===== src/smled_defines.vh =====
`ifndef SMLED_DEFINES_VH
`define SMLED_DEFINES_VH

// register byte offsets
`define SMLED_OFF_CTRL      4'h0
`define SMLED_OFF_STATUS    4'h4
`define SMLED_OFF_IRQ_STAT  4'h8
`define SMLED_OFF_IRQ_EN    4'hc

// control register fields
`define SMLED_CTRL_FORCE_LAMP 0
`define SMLED_CTRL_RESET      32'h0000_0000

// interrupt bit positions
`define SMLED_IRQ_INOP    0
`define SMLED_IRQ_CHERR0  1
`define SMLED_IRQ_CHERR1  2
`define SMLED_IRQ_WIDTH   3

// module state encodings
`define SMLED_ST_RESET   3'h0
`define SMLED_ST_BOOT    3'h1
`define SMLED_ST_FWUPD   3'h2
`define SMLED_ST_PREOP   3'h3
`define SMLED_ST_RUN     3'h4
`define SMLED_ST_ERROR   3'h5
`define SMLED_ST_BADCFG  3'h6

// flash timing
`define SMLED_CLK_HZ     10000000
`define SMLED_SLOT_MS    200
`define SMLED_SLOT_CYC   ((`SMLED_CLK_HZ / 1000) * `SMLED_SLOT_MS)
`define SMLED_FRAME_SLOTS 4'hc

`endif


===== src/smled_encoder.v =====
// Added by the designer: the Avalon-MM slave port and the register addresses.
`timescale 1ns/1ps
`include "smled_defines.vh"

module smled_encoder #(
   parameter SLOT_CYC = `SMLED_SLOT_CYC,
   parameter NCH      = 2
) (
   // clock and reset
   input  wire           clk_i,
   input  wire           arst_n_i,
   // module condition
   input  wire           mod_supply_i,
   input  wire           io_supply_i,
   input  wire [2:0]     mod_state_i,
   input  wire           startup_i,
   input  wire           link_ok_i,
   input  wire           cpu_ok_i,
   input  wire           safe_comm_ok_i,
   input  wire           fw_pilot_i,
   input  wire           fw_inoperable_i,
   input  wire           safety_active_i,
   // channel condition
   input  wire [NCH-1:0] ch_err_i,
   input  wire [NCH-1:0] ch_nonsafe_i,
   input  wire [NCH-1:0] ch_set_i,
   // avalon-mm slave
   input  wire [3:0]     avs_address_i,
   input  wire           avs_read_i,
   input  wire           avs_write_i,
   input  wire [31:0]    avs_writedata_i,
   output reg  [31:0]    avs_readdata_o,
   output wire           avs_waitrequest_o,
   // lamps
   output reg            run_green_o,
   output reg            err_red_o,
   output reg  [NCH-1:0] ch_red_o,
   output reg  [NCH-1:0] ch_orange_o,
   output reg            safety_state_indicator_o,
   // diagnostics
   output reg            inop_diag_o,
   output wire           irq_o
);

   reg [31:0] slot_cnt_r;
   reg [3:0]  frame_r;
   wire       slot_tick;

   // single time base: 12 slots per frame, every pattern reads this phase
   assign slot_tick = (slot_cnt_r == SLOT_CYC - 1);

   always @(posedge clk_i or negedge arst_n_i) begin
      if (!arst_n_i) begin
         slot_cnt_r <= 32'h0000_0000;
         frame_r    <= 4'h0;
      end else if (slot_tick) begin
         slot_cnt_r <= 32'h0000_0000;
         frame_r    <= (frame_r == `SMLED_FRAME_SLOTS - 4'h1) ? 4'h0 : frame_r + 4'h1;
      end else begin
         slot_cnt_r <= slot_cnt_r + 32'h0000_0001;
      end
   end

   // n flashes: on in slots 0,2,..,2n-2 then dark to end of frame
   function burst;
      input [3:0] ph;
      input [3:0] n;
      begin
         burst = (ph < {n[2:0], 1'b0}) && !ph[0];
      end
   endfunction

   // pattern codes shared by the run and error lamps
   localparam P_OFF    = 3'h0;
   localparam P_ON     = 3'h1;
   localparam P_FLASH  = 3'h2;
   localparam P_SINGLE = 3'h3;
   localparam P_DOUBLE = 3'h4;
   localparam P_TRIPLE = 3'h5;

   function pat;
      input [2:0] sel;
      input [3:0] ph;
      begin
         case (sel)
            P_ON: begin
               pat = 1'b1;
            end
            P_FLASH: begin
               pat = !ph[0];
            end
            P_SINGLE: begin
               pat = burst(ph, 4'h1);
            end
            P_DOUBLE: begin
               pat = burst(ph, 4'h2);
            end
            P_TRIPLE: begin
               pat = burst(ph, 4'h3);
            end
            default: begin
               pat = 1'b0;
            end
         endcase
      end
   endfunction

   // one-hot view of the module state
   localparam S_RESET  = 7'h01;
   localparam S_BOOT   = 7'h02;
   localparam S_FWUPD  = 7'h04;
   localparam S_PREOP  = 7'h08;
   localparam S_RUN    = 7'h10;
   localparam S_ERROR  = 7'h20;
   localparam S_BADCFG = 7'h40;

   // the unused code 7 falls to error so a corrupt state never looks healthy
   function [6:0] st_dec;
      input [2:0] code;
      begin
         case (code)
            `SMLED_ST_RESET: begin
               st_dec = S_RESET;
            end
            `SMLED_ST_BOOT: begin
               st_dec = S_BOOT;
            end
            `SMLED_ST_FWUPD: begin
               st_dec = S_FWUPD;
            end
            `SMLED_ST_PREOP: begin
               st_dec = S_PREOP;
            end
            `SMLED_ST_RUN: begin
               st_dec = S_RUN;
            end
            `SMLED_ST_BADCFG: begin
               st_dec = S_BADCFG;
            end
            default: begin
               st_dec = S_ERROR;
            end
         endcase
      end
   endfunction

   wire [6:0] st_oh = st_dec(mod_state_i);

   // control / interrupt registers
   reg                        force_lamp_r;
   reg [`SMLED_IRQ_WIDTH-1:0] irq_stat_r;
   reg [`SMLED_IRQ_WIDTH-1:0] irq_en_r;
   reg [`SMLED_IRQ_WIDTH-1:0] ev_prev_r;
   reg                        rd_pend_r;
   wire                       inop;
   wire [`SMLED_IRQ_WIDTH-1:0] ev_now;

   // inoperative: any condition, other than the lamp test, that lights the safety-state lamp
   assign inop = io_supply_i && st_oh != S_RUN &&
                 (st_oh == S_BOOT || !link_ok_i || !cpu_ok_i ||
                  st_oh == S_PREOP || !safe_comm_ok_i ||
                  fw_pilot_i || fw_inoperable_i || safety_active_i);
   assign ev_now = {ch_err_i[1], ch_err_i[0], inop};

   // reads take one wait cycle so readdata is registered
   assign avs_waitrequest_o = avs_read_i && !rd_pend_r;
   assign irq_o = |(irq_stat_r & irq_en_r);

   wire wr_clr = avs_write_i && avs_address_i == `SMLED_OFF_IRQ_STAT;

   always @(posedge clk_i or negedge arst_n_i) begin
      if (!arst_n_i) begin
         force_lamp_r   <= 1'b0;
         irq_stat_r     <= 3'h0;
         irq_en_r       <= 3'h0;
         ev_prev_r      <= 3'h0;
         rd_pend_r      <= 1'b0;
         avs_readdata_o <= 32'h0000_0000;
      end else begin
         ev_prev_r <= ev_now;
         rd_pend_r <= avs_read_i && !rd_pend_r;
         if (avs_write_i && avs_address_i == `SMLED_OFF_CTRL) begin
            force_lamp_r <= avs_writedata_i[`SMLED_CTRL_FORCE_LAMP];
         end
         if (avs_write_i && avs_address_i == `SMLED_OFF_IRQ_EN) begin
            irq_en_r <= avs_writedata_i[`SMLED_IRQ_WIDTH-1:0];
         end
         // rising edge sets; set beats a same-cycle clear
         irq_stat_r <= (irq_stat_r & ~(wr_clr ? avs_writedata_i[2:0] : 3'h0)) |
                       (ev_now & ~ev_prev_r);
         if (avs_read_i && !rd_pend_r) begin
            case (avs_address_i)
               `SMLED_OFF_CTRL: begin
                  avs_readdata_o <= {31'h0, force_lamp_r};
               end
               `SMLED_OFF_STATUS: begin
                  avs_readdata_o <= {24'h0, ch_orange_o, ch_red_o, err_red_o, run_green_o,
                                     safety_state_indicator_o, inop_diag_o};
               end
               `SMLED_OFF_IRQ_STAT: begin
                  avs_readdata_o <= {29'h0, irq_stat_r};
               end
               `SMLED_OFF_IRQ_EN: begin
                  avs_readdata_o <= {29'h0, irq_en_r};
               end
               default: begin
                  avs_readdata_o <= 32'h0000_0000;
               end
            endcase
         end
      end
   end

   // lamp encoding
   reg           run_nxt;
   reg           err_nxt;
   reg [NCH-1:0] red_nxt;
   reg [NCH-1:0] org_nxt;
   reg           sse_nxt;
   integer       k;

   always @* begin
      run_nxt = 1'b0;
      err_nxt = 1'b0;
      red_nxt = {NCH{1'b0}};
      org_nxt = {NCH{1'b0}};
      sse_nxt = 1'b0;
      if (mod_supply_i) begin
         case (st_oh)
            S_RESET: begin
               run_nxt = pat(P_SINGLE, frame_r);
            end
            S_BOOT: begin
               err_nxt = pat(P_FLASH, frame_r);
            end
            S_FWUPD: begin
               run_nxt = pat(P_DOUBLE, frame_r);
               err_nxt = pat(P_TRIPLE, frame_r);
            end
            S_PREOP: begin
               run_nxt = pat(P_FLASH, frame_r);
            end
            S_RUN: begin
               run_nxt = pat(P_ON, frame_r);
            end
            S_BADCFG: begin
               err_nxt = pat(P_ON, frame_r);
               run_nxt = pat(P_SINGLE, frame_r);
            end
            default: begin
               err_nxt = pat(P_ON, frame_r);
               run_nxt = pat(P_OFF, frame_r);
            end
         endcase
         for (k = 0; k < NCH; k = k + 1) begin
            if (startup_i || ch_err_i[k] || ch_nonsafe_i[k]) begin
               red_nxt[k] = 1'b1;
            end else begin
               org_nxt[k] = ch_set_i[k];
            end
         end
      end
      sse_nxt = inop;
      // lamp test lights every lamp except the channel orange lamps so a dead lamp is visible
      if (force_lamp_r) begin
         run_nxt = 1'b1;
         err_nxt = 1'b1;
         red_nxt = {NCH{1'b1}};
         sse_nxt = 1'b1;
      end
   end

   always @(posedge clk_i or negedge arst_n_i) begin
      if (!arst_n_i) begin
         run_green_o              <= 1'b0;
         err_red_o                <= 1'b0;
         ch_red_o                 <= {NCH{1'b0}};
         ch_orange_o              <= {NCH{1'b0}};
         safety_state_indicator_o <= 1'b0;
         inop_diag_o              <= 1'b0;
      end else begin
         run_green_o              <= run_nxt;
         err_red_o                <= err_nxt;
         ch_red_o                 <= red_nxt;
         ch_orange_o              <= org_nxt;
         safety_state_indicator_o <= sse_nxt;
         inop_diag_o              <= inop;
      end
   end

endmodule


===== config.mk =====
export PLATFORM = sky130hd
export DESIGN_NAME = smled_encoder
export DESIGN_NICKNAME = d
export VERILOG_FILES = /design/src/smled_encoder.v
export VERILOG_INCLUDE_DIRS = /design/src
export SDC_FILE = /design/constraint.sdc
export NUM_CORES = 1
export LEC_CHECK = 0
export BUFFER_PORTS_ARGS = -buffer_cell sky130_fd_sc_hd__buf_4
export CAP_MARGIN = 40
export CORE_MARGIN = 3
export CORE_UTILIZATION = 46
export DETAILED_ROUTE_END_ITERATION = 8
export PLACE_DENSITY = 0.76
export SYNTH_ARGS = -nofsm -noshare
export SYNTH_HDL_FRONTEND = slang
export SYNTH_SLANG_ARGS = --single-unit
export TNS_END_PERCENT = 50

===== constraint.sdc =====
create_clock -name clk_i -period 1.8 [get_ports clk_i]
set_input_delay 0.09 -clock clk_i [delete_from_list [all_inputs] [get_ports clk_i]]
set_output_delay 0.09 -clock clk_i [all_outputs]
set_load 0.01 [all_outputs]

Word level (Yosys, flattened, before mapping)
Cells that the tools add are included.
{ "op_classes": {"n_lt_le_gt_ge": 3, "addsub": 2, "n_reduce_logical": 30, "n_eq_ne": 17, "mux": 19, "bitwise": 6} }
{ "ops": {"columns": ["operator", "count"], "rows": [
  ["one-hot mux 7 bit (6 select lines)", 1],
  ["adder 32 x 1 -> 32 bit (second input constant)", 1],
  ["== test 32 x 21 -> 1 bit (second input constant)", 1],
  ["two-way mux 32 bit", 1],
  ["one-hot mux 8 bit (4 select lines)", 1],
  ["== test 4 bit (second input constant)", 3],
  ["logical OR 1 bit", 11],
  ["bitwise AND 3 bit", 3],
  ["logical AND 1 bit", 9],
  ["two-way mux 1 bit", 9],
  ["< comparator 4 x 3 -> 1 bit (second input constant)", 2],
  ["== test 7 x 1 -> 1 bit (second input constant)", 1],
  ["== test 7 x 2 -> 1 bit (second input constant)", 1],
  ["== test 7 x 3 -> 1 bit (second input constant)", 1],
  ["== test 7 x 4 -> 1 bit (second input constant)", 1],
  ["== test 7 x 5 -> 1 bit (second input constant)", 1],
  ["== test 7 bit (second input constant)", 1],
  ["!= test 7 x 5 -> 1 bit (second input constant)", 1],
  ["== test 3 x 2 -> 1 bit (second input constant)", 2],
  ["== test 3 bit (second input constant)", 2],
  ["two-way mux 2 bit", 3],
  ["NOT 3 bit", 2],
  ["OR reduction 3 bit", 2],
  ["logical NOT 1 bit", 5],
  ["12 further kinds", 12]
]} }
{ "word_totals": {"reg_bits": 87, "word_cells": 91, "input_bits": 58, "output_inout_bits": 42} }

Logic depth before layout (Yosys ltp)
{ "logic_depth": {"word_depth": 13, "depth_mapped": 6, "ltp_nobuf": 5} }

Worst setup path before layout
No wires, ideal clock.
{ "synth_timing": {"path_type": "register -> register", "start": "register slot_cnt_r[0]", "end": "register frame_r[0]", "t_arrival_ns": 1.739, "period_less_slack_ns": 1.864, "setup_time_ns": 0.125, "n_path_buf": 1, "setup_slack_ns": -0.064, "path_stages_with_launch": 7, "t_required_ns": 1.675, "cell_sequence": "dfrtp_1 -> ha_1 -> nand3_2 -> or2_0 -> clkbuf_2 -> nor3_4 -> mux2_4"} }
{ "synth_between": {"elab_chain_len": 1} }
{ "synth_rtl": {"columns": ["item", "line_no", "text"], "rows": [
  ["start: declaration", "smled_encoder.v:45", "reg [31:0] slot_cnt_r;"],
  ["start signal: assignment", "smled_encoder.v:60", "slot_cnt_r <= slot_cnt_r + 32'h0000_0001;"],
  ["== test 32 x 21 -> 1 bit", "smled_encoder.v:50", "assign slot_tick = (slot_cnt_r == SLOT_CYC - 1);"],
  ["end signal: assignment", "smled_encoder.v:58", "frame_r <= (frame_r == `SMLED_FRAME_SLOTS - 4'h1) ? 4'h0 : frame_r + 4'h1;"],
  ["end: declaration", "smled_encoder.v:46", "reg [3:0] frame_r;"]
]} }
Every way passes these cells.
A chain may end at the register's enable or synchronous reset.

Worst setup path in the final report
{ "layout_timing": {"start": "register slot_cnt_r[1]", "end": "register frame_r[1]"} }
The elaborated chain is that of the path after synthesis.

==> insert_results.sql <==
INSERT INTO impl_metrics (metric_group, metric, value, unit) VALUES
('detailed_routing', 'post_route_wl', '7200', 'um'),
('clocking', 'path_clk_slew', '0.07', 'ns'),
('setup_path', 'r2r-end', 'frame_r[1]', ''),
('clocking', 'cts.root.buffer_cell', 'sky130_fd_sc_hd__clkbuf_8', ''),
('clocking', 'cts-htree-levels', '3', ''),
('placement', 'dp_hpwl', '4950', 'um'),
('detailed_routing', 'routed-wl-met2', '3470', 'um'),
('setup_path', 'setup.worst_path.start_class', 'register', ''),
('detailed_routing', 'wl_met1', '3090', 'um'),
('min_path', 'hold_path.class', 'primary input to register', ''),
('clocking', 'cts-buffers-inserted', '9', ''),
('floorplanning', 'boundaryPins', '100', ''),
('timing', 'tns', '-0.0343', 'ns'),
('setup_path', 'timing.critical_path.required', '2.03', 'ns'),
('detailed_routing', 'routed_vias', '2603', ''),
('timing', 'max_slew_margin', '49.0', '%'),
('timing', 'setup_viol', '2', ''),
('detailed_routing', 'drc', '0', ''),
('outcome', 'status', 'finished with violations', ''),
('global_routing', 'total_congestion_overflow_after_global_routing', '0', ''),
('synth', 'count_of_flip_flops_with_a_built_in_enable_after_synthesis', '0', ''),
('global_routing', 'grt_pass1_vias', '2613', ''),
('setup_path', 'critPathCaptureType', 'register', ''),
('synth', 'syn_inst', '297', ''),
('synth', 'postSynth.topFlopCell', 'sky130_fd_sc_hd__dfrtp_1', ''),
('floorplanning', 'die_h', '88.2', 'um'),
('setup_path', 'path_buf_inv', '1', ''),
('synth', 'synth.top_cells.by_area', 'sky130_fd_sc_hd__dfrtp_1 50%, sky130_fd_sc_hd__buf_4 5.8%, sky130_fd_sc_hd__xnor2_1 4.2%, sky130_fd_sc_hd__nand4_1 2.8%, sky130_fd_sc_hd__mux2_2 2.5%', ''),
('timing', 'max_slew.worst_pin.slew', '0.765', 'ns'),
('clocking', 'tritoncts_num_sinks', '62', ''),
('setup_path', 'worstPathMaxFanout', '5', ''),
('placement', 'dpl.cell_count', '448', ''),
('finish', 'antennaDiodeCount', '0', ''),
('timing', 'layout_worst_path_cycle_share', '101', '%'),
('floorplanning', 'design.core.area', '0.00646', 'mm^2'),
('synth', 'ys_seq_area_share', '49.9', '%'),
('outcome', 'violated_checks', 'negative setup slack', ''),
('timing', 'final.min_clock_period', '1.82', 'ns'),
('setup_path', 'worst_path_dominant_cell_family', 'simple AND/OR/NAND/NOR gates', ''),
('detailed_routing', 'dr_wl_met3', '437', 'um'),
('clocking', 'cts-root-to-sink-buffers', '2', ''),
('clocking', 'tritoncts', 'built', ''),
('timing', 'worst_slack', '-0.0176', 'ns'),
('finish', 'finalNetCount', '455', ''),
('power_and_ir_drop', 'power_density', '796', 'mW/mm^2'),
('detailed_routing', 'number_of_iterations_in_the_first_detailed_routing_pass', '4', ''),
('synth', 'synth_seq_cells', '62', ''),
('setup_path', 'number_of_cells_on_the_critical_path', '6', ''),
('setup_path', 'worst_path_max_delay_cell', 'sky130_fd_sc_hd__dfrtp_1', ''),
('setup_path', 'critPathMaxStageDelay', '0.36', 'ns'),
('synth', 'ys_async_sr_fraction', '100', '%'),
('setup_path', 'startpoint_of_the_worst_slack_reg_to_reg_timing_path', 'slot_cnt_r[1]', ''),
('power_and_ir_drop', 'vdd_ir_drop_max', '457', 'uV'),
('timing', 'finClkSkew', '0.00589', 'ns'),
('synth', 'synth.most_common_cell', 'sky130_fd_sc_hd__dfrtp_1', ''),
('global_routing', 'global_route.usage.total', '19.4', '%'),
('synth', 'mappedNetlistArea', '0.00311', 'mm^2'),
('timing', 'maxSlewViolCount', '0', ''),
('synth', 'synth_largest_area_cell', 'sky130_fd_sc_hd__dfrtp_1', ''),
('floorplanning', 'dieWidth', '88.2', 'um'),
('setup_path', 'rr_worst_depth', '6', ''),
('setup_path', 'setup_cp_type', 'register to register', ''),
('power_and_ir_drop', 'power.static_leakage', '1.96', 'nW'),
('job', 'max-cap-violations', '0', ''),
('timing', 'rsz0062_at_grt', 'true', ''),
('finish', 'area_delta_synth_final', '32.5', '%'),
('global_routing', 'grt_pass1_wl', '11700', 'um'),
('detailed_routing', 'drt-initial-drc-count', '154', ''),
('timing', 'fmax', '0.550', 'GHz'),
('power_and_ir_drop', 'power', '0.00328', 'W'),
('synth', 'synth_largest_type_area_fraction', '49.9', '%');
==> power by group <==
group,internal [W],switching (W),leakage (nW),total [W]
Sequential,0.00145,0.0000425,0.806,0.00149
Clock,0.000917,0.000546,0.112,0.00146
Combinational,0.000167,0.000156,1.05,0.000323
Total,0.00253,0.000745,1.96,0.00328
==> metal layers <==
layer  global-route usage, %  up-vias
li1                        -     1218
met1                    24.0     1273
met2                    32.5       93
met3                    3.26       19
met4                    10.6        0
met5                       0        -
==> area by class of cell <==
cell class                      count  area (um^2)
Fill cell                         492         2340
Sequential cell                    62         1550
Inverter                           10         37.5
Multi-Input combinational cell    217         1460
Timing Repair Buffer               95          736
Clock inverter                      6          110
Tap cell                           77         96.3
Clock buffer                       10          128
==> sequential cells by signal, summed over array words and instances (netlist names) <==
name,count
avs_readdata_o,8
ch_orange_o,2
ch_red_o,2
err_red_o,1
ev_prev_r,3
force_lamp_r,1
frame_r,4
irq_en_r,3
irq_stat_r,3
rd_pend_r,1
run_green_o,1
safety_state_indicator_o,1
slot_cnt_r,32
==> per-stage QoR <==
step                util (%)  instance area, um^2  worst slack (ns)
floorplan                  -                 3200           -0.0121
global placement        57.3                 3700           -0.0166
detailed placement      57.3                 3700           -0.0253
CTS                     62.9                 4070           0.00939
global route            63.8                 4120            -0.125
finish                  63.8                 4120           -0.0176
==> worst min-delay path: cells and delay by family <==
kind	cells	cell delay (ns)
AOI/OAI and AO/OA	1	0.10
buffers and inverters	1	0.09
and+or+nand+nor	1	0.04
==> layout by cell type (no fill, tap or decap), types with 2 or more instances in the layout <==
cell and count:
sky130_fd_sc_hd__mux2_2 6, sky130_fd_sc_hd__a31oi_1 3, sky130_fd_sc_hd__a22oi_1 2, sky130_fd_sc_hd__xor2_1 8, sky130_fd_sc_hd__xnor2_1 15, sky130_fd_sc_hd__nor3_1 6, sky130_fd_sc_hd__or3_1 4, sky130_fd_sc_hd__nor4bb_1 2
sky130_fd_sc_hd__buf_4 86, sky130_fd_sc_hd__o211ai_1 3, sky130_fd_sc_hd__inv_1 10, sky130_fd_sc_hd__dfrtp_1 62, sky130_fd_sc_hd__and4_2 3, sky130_fd_sc_hd__nand2_1 19, sky130_fd_sc_hd__a21oi_1 6, sky130_fd_sc_hd__nor4_2 2
sky130_fd_sc_hd__o221ai_1 3, sky130_fd_sc_hd__clkbuf_8 9, sky130_fd_sc_hd__bufinv_16 3, sky130_fd_sc_hd__nand3_1 15, sky130_fd_sc_hd__nand2b_1 7, sky130_fd_sc_hd__nor2_1 18, sky130_fd_sc_hd__nand4_1 14, sky130_fd_sc_hd__o21bai_1 2
sky130_fd_sc_hd__and3_1 8, sky130_fd_sc_hd__clkinvlp_4 2, sky130_fd_sc_hd__nor3_2 2, sky130_fd_sc_hd__dlygate4sd3_1 9, sky130_fd_sc_hd__mux2_4 3, sky130_fd_sc_hd__o21ai_0 7, sky130_fd_sc_hd__nor2b_1 4, sky130_fd_sc_hd__or3_2 2
sky130_fd_sc_hd__a22o_1 7, sky130_fd_sc_hd__conb_1 24
==> worst min-delay path by stage <==
| stage | startpoint | endpoint | slack [ns] | cells after the start |
|---|---|---|---|---|
| after floorplan | arst_n_i | avs_readdata_o[0] | -0.21 | 0 |
| after global placement | arst_n_i | rd_pend_r | 0.21 | 1 |
| after detailed placement | arst_n_i | rd_pend_r | 0.22 | 1 |
| after CTS | ch_nonsafe_i[1] | ch_red_o[1] | 0.003 | 3 |
| after global routing | ch_nonsafe_i[0] | ch_red_o[0] | 0.006 | 3 |
| final | ch_nonsafe_i[1] | ch_red_o[1] | 0.02 | 3 |
==> kinds of logic after synthesis <==
| group | synth area share (%) |
|---|---|
| XOR/XNOR | 6.48 |
| flip-flops | 49.9 |
| AO/OA/AOI/OAI | 9.18 |
| multiplexers | 4.23 |
| other | 0.121 |
| buffers and inverters | 7.93 |
| AND/OR/NAND/NOR | 21.4 |
| adder cells (fa/ha/maj) | 0.805 |
==> repair_timing <==
action                                  CTS  global route
endpoints found under the setup margin    3            23
setup buffers                             2             2
pin swaps                                 2             4
resized for setup                         6             8
hold buffers                              9             0
endpoints found under the hold margin    72             0
Power figures use the tool's default switching activity.
